**config.mk**
```make
export PLATFORM = sky130hd
export DESIGN_NAME = sdsc_top
export DESIGN_NICKNAME = d
export VERILOG_FILES = /design/src/sdsc_pkg.sv /design/src/sdsc_frame_if.sv /design/src/sdsc_parity.sv /design/src/sdsc_rx.sv /design/src/sdsc_top.sv
export SDC_FILE = /design/constraint.sdc
export NUM_CORES = 1
export LEC_CHECK = 0
export BUFFER_PORTS_ARGS = -buffer_cell sky130_fd_sc_hd__buf_4
export CAP_MARGIN = 20
export CORE_ASPECT_RATIO = 0.5
export CORE_MARGIN = 3
export CORE_UTILIZATION = 30
export DETAILED_ROUTE_END_ITERATION = 8
export GPL_ROUTABILITY_DRIVEN = 0
export PLACE_DENSITY_LB_ADDON = 0.12
export SYNTH_ARGS = -nofsm -noshare
export SYNTH_HDL_FRONTEND = slang
export SYNTH_SLANG_ARGS = --single-unit
export TNS_END_PERCENT = 5
```
**constraint.sdc**
```tcl
create_clock -name i_clk -period 1.5 [get_ports i_clk]
set_input_delay 0.075 -clock i_clk [delete_from_list [all_inputs] [get_ports i_clk]]
set_output_delay 0.075 -clock i_clk [all_outputs]
set_load 0.1 [all_outputs]
```
**src/sdsc_pkg.sv**
```systemverilog
// Constants and types for the serial register port of the stepper driver.
// Assumes a 100 MHz system clock and a slow external serial master.
package sdsc_pkg;
  // --------------------------------------------------------------------------
  // Packet layout
  // --------------------------------------------------------------------------
  localparam int unsigned CMD_MSB = 7;
  localparam int unsigned CMD_LSB = 5;
  localparam int unsigned ADR_MSB = 4;
  localparam logic [2:0] CMD_READ = 3'h0;
  localparam logic [2:0] CMD_WRITE = 3'h4;
  localparam logic [5:0] WRITE_BITS = 6'h10;
  localparam logic [2:0] BYTE_LAST_BIT = 3'h7;
  // --------------------------------------------------------------------------
  // Register indices and reset values
  // --------------------------------------------------------------------------
  localparam logic [4:0] ADR_SR0 = 5'h04;
  localparam logic [4:0] ADR_SR1 = 5'h05;
  localparam logic [4:0] ADR_SR2 = 5'h06;
  localparam logic [4:0] ADR_SR3 = 5'h07;
  localparam logic [4:0] ADR_CR0 = 5'h01;
  localparam logic [4:0] ADR_CR1 = 5'h02;
  localparam logic [4:0] ADR_CR2 = 5'h03;
  localparam logic [7:0] CTRL_RESET = 8'h00;
  localparam int unsigned SLEEP_BIT = 6;
  localparam int unsigned MOTEN_BIT = 7;
  localparam int unsigned DIRCTRL_BIT = 7;
  // --------------------------------------------------------------------------
  // Shared types
  // --------------------------------------------------------------------------
  typedef enum logic [1:0] {SDSC_NONE, SDSC_RD, SDSC_WR} sdsc_op_t;
endpackage

```
**src/sdsc_frame_if.sv**
```systemverilog
// Carries one decoded serial event from the receiver to the register core.
// Assumes both ends run on the system clock.
`timescale 1ns/1ps
interface sdsc_frame_if;
  logic sel_n;      // Synchronised chip select, active low.
  logic cmd_pulse;  // One cycle after eighth bit of a command byte.
  logic [7:0] cmd;  // Received command byte.
  logic end_pulse;  // One cycle when select rises.
  logic [5:0] bits; // Bits counted in the finished packet.
  logic [7:0] last; // Last complete byte received.
  logic [7:0] load; // Word for the output shifter.
  logic load_now;   // Load the shifter (eighth falling edge).
  modport rx (output sel_n, cmd_pulse, cmd, end_pulse, bits, last, load_now,
              input load);
  modport core (input sel_n, cmd_pulse, cmd, end_pulse, bits, last, load_now,
                output load);
endinterface

```
**src/sdsc_parity.sv**
```systemverilog
// Forms a status byte with odd-count parity in bit 7.
// Assumes seven status bits from the same clock domain.
`timescale 1ns/1ps
module sdsc_parity (
  input wire logic [6:0] i_data,
  output logic [7:0] o_byte
);
  // ----------------------------------------------------------------------
  // Parity: one when an odd number of data bits are set.
  // ----------------------------------------------------------------------
  assign o_byte = {^i_data, i_data};
endmodule // sdsc_parity

```
**src/sdsc_rx.sv**
```systemverilog
// Samples the serial pins with the system clock and shifts bytes.
// Assumes the serial clock is far slower than the system clock.
`timescale 1ns/1ps
module sdsc_rx (
  input wire logic i_clk,
  input wire logic i_sys_rst,
  input wire logic i_sclk,
  input wire logic i_cs_n,
  input wire logic i_serial_in,
  output logic o_sdo,
  output logic o_sdo_oe,
  sdsc_frame_if.rx fr
);
  typedef struct packed {
    logic [1:0] clk_s;
    logic [1:0] cs_s;
    logic [1:0] din_s;
    logic clk_prev;
    logic [7:0] shin;
    logic [7:0] shout;
    logic [2:0] bitc;
    logic [5:0] total;
    logic cmd_expect;
    logic pend;
    logic cmd_pulse;
    logic end_pulse;
    logic [7:0] cmd;
    logic [7:0] last;
    logic [5:0] bits;
    logic load_now;
  } sdsc_rx_state_t;
  sdsc_rx_state_t q, d;
  logic rise, fall, sel;
  // ----------------------------------------------------------------------
  // Edge detection reads only the second synchroniser stage.
  // ----------------------------------------------------------------------
  assign rise = q.clk_s[1] & ~q.clk_prev;
  assign fall = ~q.clk_s[1] & q.clk_prev;
  assign sel = ~q.cs_s[1];
  always_comb begin
    d = q;
    d.clk_s = {q.clk_s[0], i_sclk};
    d.cs_s = {q.cs_s[0], i_cs_n};
    d.din_s = {q.din_s[0], i_serial_in};
    d.clk_prev = q.clk_s[1];
    d.cmd_pulse = 1'b0;
    d.end_pulse = 1'b0;
    d.load_now = 1'b0;
    if (!sel) begin
      // Select high ends the packet; the next byte is a command again.
      if (q.total != 6'h00 || q.pend) begin
        d.end_pulse = 1'b1;
        d.bits = q.total;
      end
      d.total = 6'h00;
      d.bitc = 3'h0;
      d.cmd_expect = 1'b1;
      d.pend = 1'b0;
    end else begin
      if (rise) begin
        d.shin = {q.shin[6:0], q.din_s[1]};
        d.bitc = q.bitc + 3'h1;
        if (q.total != 6'h3F) begin
          d.total = q.total + 6'h01;
        end
        if (q.bitc == sdsc_pkg::BYTE_LAST_BIT) begin
          d.pend = 1'b1;
        end
      end
      if (fall && q.pend) begin
        // Eighth falling edge: byte is done, reload the output shifter.
        d.pend = 1'b0;
        d.last = q.shin;
        d.load_now = 1'b1;
        if (q.cmd_expect) begin
          d.cmd = q.shin;
          d.cmd_pulse = 1'b1;
          // A read's data byte is itself a new command byte.
          d.cmd_expect = (q.shin[sdsc_pkg::CMD_MSB:sdsc_pkg::CMD_LSB]
                          != sdsc_pkg::CMD_WRITE);
        end else begin
          d.cmd_expect = 1'b1;
        end
      end else if (fall) begin
        d.shout = {q.shout[6:0], 1'b1};
      end
    end
    if (q.load_now) begin
      d.shout = fr.load;
    end
  end
  always_ff @(posedge i_clk) begin
    if (i_sys_rst) begin
      // Select resets to its idle level, so the output is released in reset.
      q <= '0;
      q.cs_s <= 2'h3;
    end else begin
      q <= d;
    end
  end
  // ----------------------------------------------------------------------
  // Outputs; the line is released while deselected for the pull-up.
  // ----------------------------------------------------------------------
  assign o_sdo = q.shout[7];
  assign o_sdo_oe = sel;
  assign fr.sel_n = q.cs_s[1];
  assign fr.cmd_pulse = q.cmd_pulse;
  assign fr.cmd = q.cmd;
  assign fr.end_pulse = q.end_pulse;
  assign fr.bits = q.bits;
  assign fr.last = q.last;
  assign fr.load_now = q.load_now;
endmodule // sdsc_rx

```
**src/sdsc_top.sv**
```systemverilog
// Serial register port of the stepper driver with fault and sleep logic.
// Assumes a mode 0 master; pins come asynchronously and are synchronised.
`timescale 1ns/1ps
module sdsc_top (
  input wire logic i_clk,
  input wire logic i_sys_rst,
  input wire logic i_hard_reset_in,
  input wire logic i_sclk,
  input wire logic i_cs_n,
  input wire logic i_serial_in,
  input wire logic i_step_advance_in,
  input wire logic i_dir_in,
  input wire logic i_pump_low,
  input wire logic i_thermal_warning_flag,
  input wire logic i_thermal_shutdown_flag,
  input wire logic [3:0] i_overcurrent_x_flags,
  input wire logic [3:0] i_overcurrent_y_flags,
  input wire logic [1:0] i_open_coil_flags,
  input wire logic [6:0] i_position,
  output logic o_sdo,
  output logic o_sdo_oe,
  output logic o_fault_n,
  output logic o_fault_oe,
  output logic o_sleep,
  output logic o_drivers_en,
  output logic o_step_advance,
  output logic o_dir,
  output logic [7:0] o_ctrl0,
  output logic [7:0] o_ctrl1,
  output logic [7:0] o_ctrl2
);
  typedef struct packed {
    logic [1:0] hr_s;
    logic [1:0] nx_s;
    logic [1:0] dr_s;
    logic [7:0] cr0;
    logic [7:0] cr1;
    logic [7:0] cr2;
    logic [6:0] sr0;
    logic [6:0] sr1;
    logic [6:0] sr2;
    logic [3:0] rd_mask;
    logic [7:0] wr_cmd;
    logic wr_armed;
    logic [4:0] ptr;
    logic fault;
    logic nxt;
    logic dir;
  } sdsc_core_t;
  sdsc_core_t q, d;
  sdsc_frame_if fr ();
  logic rst, hard_clr;
  logic [7:0] s0_b, s1_b, s2_b, s3_b;
  logic [6:0] ev0, ev1, ev2;
  // ----------------------------------------------------------------------
  // Hard reset input is synchronised; it clears logic unless sleeping.
  // ----------------------------------------------------------------------
  assign hard_clr = q.hr_s[1] & ~q.cr2[sdsc_pkg::SLEEP_BIT];
  assign rst = i_sys_rst | hard_clr;
  sdsc_rx u_rx (
    .i_clk(i_clk),
    .i_sys_rst(rst),
    .i_sclk(i_sclk),
    .i_cs_n(i_cs_n),
    .i_serial_in(i_serial_in),
    .o_sdo(o_sdo),
    .o_sdo_oe(o_sdo_oe),
    .fr(fr.rx)
  );
  sdsc_parity u_p0 (.i_data(q.sr0), .o_byte(s0_b));
  sdsc_parity u_p1 (.i_data(q.sr1), .o_byte(s1_b));
  sdsc_parity u_p2 (.i_data(q.sr2), .o_byte(s2_b));
  sdsc_parity u_p3 (.i_data(i_position), .o_byte(s3_b));
  // Status event vectors; the pump-fail flag sits in status 0.
  assign ev0 = {2'h0, i_thermal_warning_flag, i_pump_low, i_open_coil_flags, 1'b0};
  assign ev1 = {3'h0, i_overcurrent_x_flags};
  assign ev2 = {2'h0, i_thermal_shutdown_flag, i_overcurrent_y_flags};
  // ----------------------------------------------------------------------
  // Register read mux; control reads return raw bytes, no parity.
  // ----------------------------------------------------------------------
  function automatic logic [7:0] rd_mux(input logic [4:0] a, input sdsc_core_t s,
                                        input logic [7:0] b0, input logic [7:0] b1,
                                        input logic [7:0] b2, input logic [7:0] b3);
    if (a == sdsc_pkg::ADR_CR0) begin
      rd_mux = s.cr0;
    end else if (a == sdsc_pkg::ADR_CR1) begin
      rd_mux = s.cr1;
    end else if (a == sdsc_pkg::ADR_CR2) begin
      rd_mux = s.cr2;
    end else if (a == sdsc_pkg::ADR_SR0) begin
      rd_mux = b0;
    end else if (a == sdsc_pkg::ADR_SR1) begin
      rd_mux = b1;
    end else if (a == sdsc_pkg::ADR_SR2) begin
      rd_mux = b2;
    end else if (a == sdsc_pkg::ADR_SR3) begin
      rd_mux = b3;
    end else begin
      rd_mux = 8'h00;
    end
  endfunction
  // Shifter always gets the register of the last received address.
  assign fr.load = rd_mux(fr.cmd[sdsc_pkg::ADR_MSB:0], q, s0_b, s1_b, s2_b, s3_b);
  // ----------------------------------------------------------------------
  // Core next state: writes, status latch and clear, fault, sleep gating.
  // ----------------------------------------------------------------------
  always_comb begin
    d = q;
    d.hr_s = {q.hr_s[0], i_hard_reset_in};
    d.nx_s = {q.nx_s[0], i_step_advance_in};
    d.dr_s = {q.dr_s[0], i_dir_in};
    if (fr.cmd_pulse) begin
      d.ptr = fr.cmd[sdsc_pkg::ADR_MSB:0];
      // Only a read of status register 0, 1 or 2 marks it for clearing.
      if (fr.cmd[sdsc_pkg::CMD_MSB:sdsc_pkg::CMD_LSB] == sdsc_pkg::CMD_READ) begin
        if (fr.cmd[4:0] == sdsc_pkg::ADR_SR0) d.rd_mask[0] = 1'b1;
        if (fr.cmd[4:0] == sdsc_pkg::ADR_SR1) d.rd_mask[1] = 1'b1;
        if (fr.cmd[4:0] == sdsc_pkg::ADR_SR2) d.rd_mask[2] = 1'b1;
      end
      d.wr_armed = (fr.cmd[sdsc_pkg::CMD_MSB:sdsc_pkg::CMD_LSB] == sdsc_pkg::CMD_WRITE);
      d.wr_cmd = fr.cmd;
    end
    if (fr.end_pulse) begin
      d.wr_armed = 1'b0;
      // Write commits on select rising with exactly sixteen bits.
      if (q.wr_armed && fr.bits == sdsc_pkg::WRITE_BITS) begin
        if (q.wr_cmd[4:0] == sdsc_pkg::ADR_CR0) d.cr0 = fr.last;
        else if (q.wr_cmd[4:0] == sdsc_pkg::ADR_CR1) d.cr1 = fr.last;
        else if (q.wr_cmd[4:0] == sdsc_pkg::ADR_CR2) d.cr2 = fr.last;
      end
    end
    if (fr.sel_n) begin
      // Updates happen only while deselected; a new event beats the clear.
      d.sr0 = (q.rd_mask[0] ? 7'h00 : q.sr0) | ev0;
      d.sr1 = (q.rd_mask[1] ? 7'h00 : q.sr1) | ev1;
      d.sr2 = (q.rd_mask[2] ? 7'h00 : q.sr2) | ev2;
      d.rd_mask = 4'h0;
      d.fault = |{d.sr0, d.sr1, d.sr2};
    end
    // Sleep freezes step and direction inputs.
    if (!q.cr2[sdsc_pkg::SLEEP_BIT]) begin
      d.nxt = q.nx_s[1];
      d.dir = q.dr_s[1] ^ q.cr1[sdsc_pkg::DIRCTRL_BIT];
    end
  end
  always_ff @(posedge i_clk) begin
    if (i_sys_rst) begin
      q <= '0;
    end else if (hard_clr) begin
      // Keep the hard reset synchroniser running so release is seen.
      q <= '0;
      q.hr_s <= d.hr_s;
    end else begin
      q <= d;
    end
  end
  // ----------------------------------------------------------------------
  // Outputs. Fault is open drain: enable low drive while any bit of status 0, 1 or 2 is latched.
  // ----------------------------------------------------------------------
  assign o_fault_n = 1'b0;
  assign o_fault_oe = q.fault;
  assign o_sleep = q.cr2[sdsc_pkg::SLEEP_BIT];
  assign o_drivers_en = q.cr2[sdsc_pkg::MOTEN_BIT] & ~q.cr2[sdsc_pkg::SLEEP_BIT];
  assign o_step_advance = q.nxt;
  assign o_dir = q.dir;
  assign o_ctrl0 = q.cr0;
  assign o_ctrl1 = q.cr1;
  assign o_ctrl2 = q.cr2;
endmodule // sdsc_top

```
**Word-level counts from Yosys, hierarchy flattened**

Cells that the tools add are included.

- Bits of input ports: 28
- Register bits after elaboration: 125

- Multiplexer cells: 22
- Reduce and logical (&&, ||, !) cells: 32
- Equality and inequality tests: 17
- Add/subtract/negate cells: 2
- Bitwise gates (word level): 16

Operators by type and width:

| kind | number |
|---|---|
| 8-bit two-way mux | 11 |
| 7-bit parity | 4 |
| 7-bit two-way mux | 3 |
| 21-bit OR reduction | 1 |
| 5-bit by 2-bit == test with 1-bit output (second input constant) | 4 |
| 5-bit by 3-bit == test with 1-bit output (second input constant) | 4 |
| 3-bit AND reduction | 6 |
| 7-bit by 5-bit OR with 7-bit output | 2 |
| 3-bit OR reduction | 4 |
| 5-bit by 1-bit == test with 1-bit output (second input constant) | 2 |
| 2-bit AND reduction | 5 |
| 1-bit inverter | 7 |
| 7-bit by 4-bit OR with 7-bit output | 1 |
| 6-bit by 1-bit adder with 6-bit output (second input constant) | 1 |
| 3-bit == test (second input constant) | 2 |
| 6-bit by 5-bit == test with 1-bit output (second input constant) | 1 |
| 1-bit two-way mux | 6 |
| 6-bit != test (second input constant) | 1 |
| 6-bit nonzero test | 1 |
| 2-bit OR reduction | 3 |
| 5-bit AND reduction | 1 |
| 1-bit bitwise AND | 4 |
| 4-bit AND reduction | 1 |
| 2-bit nonzero test | 2 |
| other kinds (11) | 12 |

**Logic depth before layout (Yosys ltp)**

- Word-level depth: 9
- Gate-level depth with buffers: 9
- Depth with buffers taken out: 7

**Hierarchy**

A second synthesis with hierarchy kept.

- Cell total of the unflattened synthesis: 629
- Area, all modules: 6022.0 um^2

Modules (own cells, without submodules):

| module | instances | area each (um^2) | sequential area each (um^2) | cells an instance |
|---|---|---|---|---|
| sdsc_top | 1 | 3071.7 | 1261.2 | 312 |
| sdsc_rx | 1 | 2489.9 | 1181.1 | 273 |
| sdsc_parity | 4 | 115.1 | 0.0 | 11 |

**Worst setup path before layout**

OpenSTA, ideal clock, no wires.

- Path type: register to output
- Start point: reg q, in the netlist o_ctrl2[6]
- End point: out o_drivers_en
- Slack: -0.778 ns
- Cell stages (with the launch flop): 2
- Buffers on the path: 0
- Data required time: 1.425 ns
- Arrival time: 2.203 ns
- Path through: dfxtp_1 > nor2b_1

- Longest elaborated chain between the ends: 2

Ends and longest elaborated chain:

| what | line | source |
|---|---|---|
| start, declared | sdsc_top.sv:50 | `sdsc_core_t q, d;` |
| 1-bit inverter | sdsc_top.sv:163 | `assign o_drivers_en = q.cr2[sdsc_pkg::MOTEN_BIT] & ~q.cr2[sdsc_pkg::SLEEP_BIT];` |
| 1-bit bitwise AND | sdsc_top.sv:163 |  |
| end, declared | sdsc_top.sv:25 | `output logic o_drivers_en,` |

No other way between the ends.

**Final worst setup path**

- Start point: reg u_rx.q[27] (netlist name)
- End point: reg u_rx.q, in the netlist u_rx.fr.bits[4]

- Longest elaborated chain between the ends: 3

Ends and longest elaborated chain:

| what | line | source |
|---|---|---|
| start, declared | sdsc_rx.sv:32 | `sdsc_rx_state_t q, d;` |
| 6-bit nonzero test | sdsc_rx.sv:51 | `if (q.total != 6'h00 \|\| q.pend) begin` |
| 1-bit logical OR | sdsc_rx.sv:51 |  |
| 2-bit AND reduction (no line) | n/a |  |

No other way between the ends.
A chain may end at the register's enable or synchronous reset.

==> flow_metrics.py <==
metrics = {
    "min_path": {
        "whs_path_depth": 5,
        "hp-class": "input pin to flop",
        "hold_end": "u_rx.q[40]",
        "hp-start": "i_position[4]",
    },
    "critical_path": {
        "worstPathArrival_ps": 2030,
        "startpoint_type": "flop",
        "cp-startpoint": "u_rx.q[27]",
        "critPathMaxFanout": 6,
        "r2r_setup_slack_ps": -180,
        "r2r_start": "u_rx.q[27]",
        "worstPathRequired_ps": 1850,
        "worst_setup_path_end_kind": "flop",
        "rr_endpoint": "u_rx.fr.bits[4]",
        "reg2reg_depth": 7,
        "worstSetupPathType": "flop to flop",
    },
    "timing": {
        "rsz0062_at_grt": "yes",
        "setup_viol": 40,
        "tightest_slew_ps": 582,
        "final.setup.worst_slack_ps": -178,
        "skew_ps": 11.7,
        "holdWs_ps": 335,
        "fmax_ghz": 0.596,
        "hold_viol_final": 0,
        "maxSlewHeadroom_pct": 61.1,
        "fin_crit_sh_pct": 112,
        "period_minus_slack_ps": 1680,
        "slew_violations": 0,
    },
    "pwr": {
        "swShare_pct": 23.6,
        "vdd_ir_drop_max_mv": 0.751,
        "p_leak_nw": 3.05,
        "cellPowerDensity_nw_per_um2": 1070,
        "p_sw_w": 0.00191,
        "cellInternalPower_w": 0.00619,
        "p_clk_share_pct": 51.8,
        "pwr-share-comb_pct": 7.3,
        "p_seq_share_pct": 41.0,
    },
    "synth": {
        "yosys_warnings": 0,
        "syn_inst": 610,
        "syn_nets": 642,
        "synthArstFlopShare_pct": 0,
        "synth_flop_cell": "dfxtp_1",
        "yosysUniqueCellTypes": 64,
        "ys_ff_latch": 122,
        "yosysSeqAreaShare_pct": 44.4,
        "syn_area_per_cell_sq_um": 9.02,
        "yosysTopAreaCell": "dfxtp_1",
        "synth_edf_count": 0,
        "synth_area_sq_um": 5500,
        "ys_top_cells_by_area": "dfxtp_1, mux2i_1, nor2_1",
        "synth_top_area_share_pct": 44.4,
    },
    "die": {
        "coreArea_sq_um": 17700,
        "std_cell_rows": 34,
        "die_x_microns": 198,
        "dieArea_sq_um": 20100,
        "die_y_microns": 102,
        "initial_utilization_pct": 31.2,
        "io_pins": 60,
    },
    "clock_network": {
        "h-tree-depth": 4,
        "post-cts-setup-buffer-count": 0,
        "cts_sinks": 122,
        "path_clk_slew_ps": 60,
        "clk_latency_ps": 420,
        "cts.path.max_buffers": 2,
        "numCtsBuffers": 17,
        "cts_tree": "done",
        "clk_root_buffer_cell": "clkbuf_16",
    },
    "grt": {
        "antenna_found_initial": 0,
        "grt_max_degree": 29,
        "grt_util_met3_pct": 3.22,
        "first_global_vias": 4669,
        "grt_usage_pct": 16.4,
        "grt_use_met2_pct": 25.3,
        "grt_overflow_total": 0,
        "grt_pass1_wl_microns": 25400,
        "busiest_layer": "met2",
        "met1_usage_pct": 23.3,
    },
    "drt": {
        "drtAntennaViolNets": 0,
        "drcViolationCount": 0,
        "drt_iter0_drc": 257,
        "wl_microns": 15700,
        "post_drt_wl_per_cell_microns": 15.8,
        "via_per_inst": 4.68,
        "vias": 4640,
        "drt-pass1-iter-count": 4,
    },
    "finish": {
        "antenna_cells": 0,
        "layout-drive-gt1-share_pct": 32.1,
        "layout_common_cells": "buf_4, dfxtp_1, nor2_1",
        "fin_cells": 991,
        "fin_area_sq_um": 7560,
        "layout_commonest_cell": "buf_4",
        "seqCellArea_sq_um": 2460,
        "fillCellCount": 1722,
        "fin_util_pct": 42.8,
        "area_growth_pct": 37.3,
        "final_nets": 776,
        "multiInputGateArea_sq_um": 2730,
    },
    "place": {
        "hpwl_microns": 11800,
        "place_area_sq_um": 6600,
        "portBuffers": 58,
        "dp.cells": 939,
    },
    "run": {
        "drv_cap": 0,
    },
    "run_status": {
        "outcome": "finished with violations",
        "violations": "setup timing",
    },
}
==> power by group through the flow <==
stage               Combinational [W]  Clock [W]  Sequential [W]
floorplan                    0.000276          0         0.00342
global route                 0.000639    0.00446         0.00333
detailed placement           0.000533          0         0.00340
finish                       0.000588    0.00420         0.00332
global placement             0.000536          0         0.00340
CTS                          0.000584    0.00431         0.00332
==> synthesized netlist by cell type, types with 2 or more instances <==
cell type  number
mux2_1          2
o32ai_1         3
o21ai_1         4
o22ai_1         3
nor2_1         83
nor3_1          7
buf_4          25
nor4_1          7
nand2b_1        4
buf_2           7
mux4_2          3
nor2b_1        12
buf_6           5
and2_1         11
clkbuf_1       16
a31oi_1         6
nand4_1         4
nor2_4          2
o22a_1          2
o21ai_0         4
clkbuf_8        3
a22oi_1        16
mux2i_1        36
a21oi_1        52
ha_1            4
nand2_1        71
mux2_2          3
nand3_1        10
xor2_1          9
or3_1           4
dfxtp_1       122
xnor2_1        22
inv_1           5
and3_1         10
nand3b_1        2
a211oi_1        3
==> sequential cells by signal (all words and copies together) (netlist names), 3 cells and up <==
signal and count:
q 33, o_ctrl0 8, d 3, u_rx.fr.last 8, o_ctrl2 8, u_rx.q 28
o_ctrl1 8, u_rx.fr.bits 6, u_rx.d 4, u_rx.fr.cmd 8
==> layer usage <==
layer	vias up	share of wire [%]	wire [microns]
met2	66	45	7000
li1	2360	-	-
met3	9	3.2	495
met4	0	0.69	108
met5	-	0	0
met1	2205	51	8060
==> metrics by stage <==
| step | worst slack (ps) | total power (W) | TNS, ps |
|---|---|---|---|
| after floorplan | -235 | 0.00370 | -6800 |
| after global placement | -225 | 0.00393 | -6480 |
| after detailed placement | -233 | 0.00393 | -7740 |
| after CTS | -176 | 0.00822 | -4870 |
| after global routing | -273 | 0.00842 | -8510 |
| final | -178 | 0.00810 | -4750 |
==> worst max-delay path by stage <==
| stage | to | slack [ps] | depth (start not counted) |
|---|---|---|---|
| floorplan | u_rx.fr.cmd[3] | -230 | 7 |
| global placement | u_rx.q[41] | -220 | 6 |
| detailed placement | o_ctrl1[2] | -230 | 8 |
| CTS | o_ctrl2[0] | -180 | 8 |
| global route | o_ctrl1[6] | -270 | 8 |
| finish | u_rx.fr.bits[4] | -180 | 7 |
==> repair_timing <==
item,4_1_cts,5_1_grt
setup endpoints to repair,48,61
gates resized for setup,27,21
hold endpoints to repair,21,0
hold buffers,20,0
pin swaps,14,11
==> kinds of logic (layout without fill, tap and decap cells) <==
kind of cell             count (synthesis)  after routing  synth area share, %
flip-flops                             122            122                 44.4
other                                    1              1               0.0681
buffers and inverters                   65            212                 8.05
AND/OR/NAND/NOR                        236            236                 20.4
XOR/XNOR                                31             31                 4.93
AO/OA/AOI/OAI                          107            107                 12.5
adder cells (fa/ha/maj)                  4              4                0.909
multiplexers                            44             44                 8.80
==> layout make-up <==
type | count | share of cell area (%)
Clock buffer | 18 | 5.68
Inverter | 7 | 0.579
Timing Repair Buffer | 173 | 18.8
Multi-Input combinational cell | 423 | 36.1
Clock inverter | 14 | 2.32
Sequential cell | 122 | 32.6
Tap cell | 234 | 3.87
==> critical path: stages (launching register included) <==
cell	delay [ps]
dfxtp_2	320
inv_2	50
ha_1	120
or4b_4	460
o31ai_4	340
buf_4	160
nand2_1	60
a21oi_2	100
No activity file was read; power rests on OpenSTA's default activity.
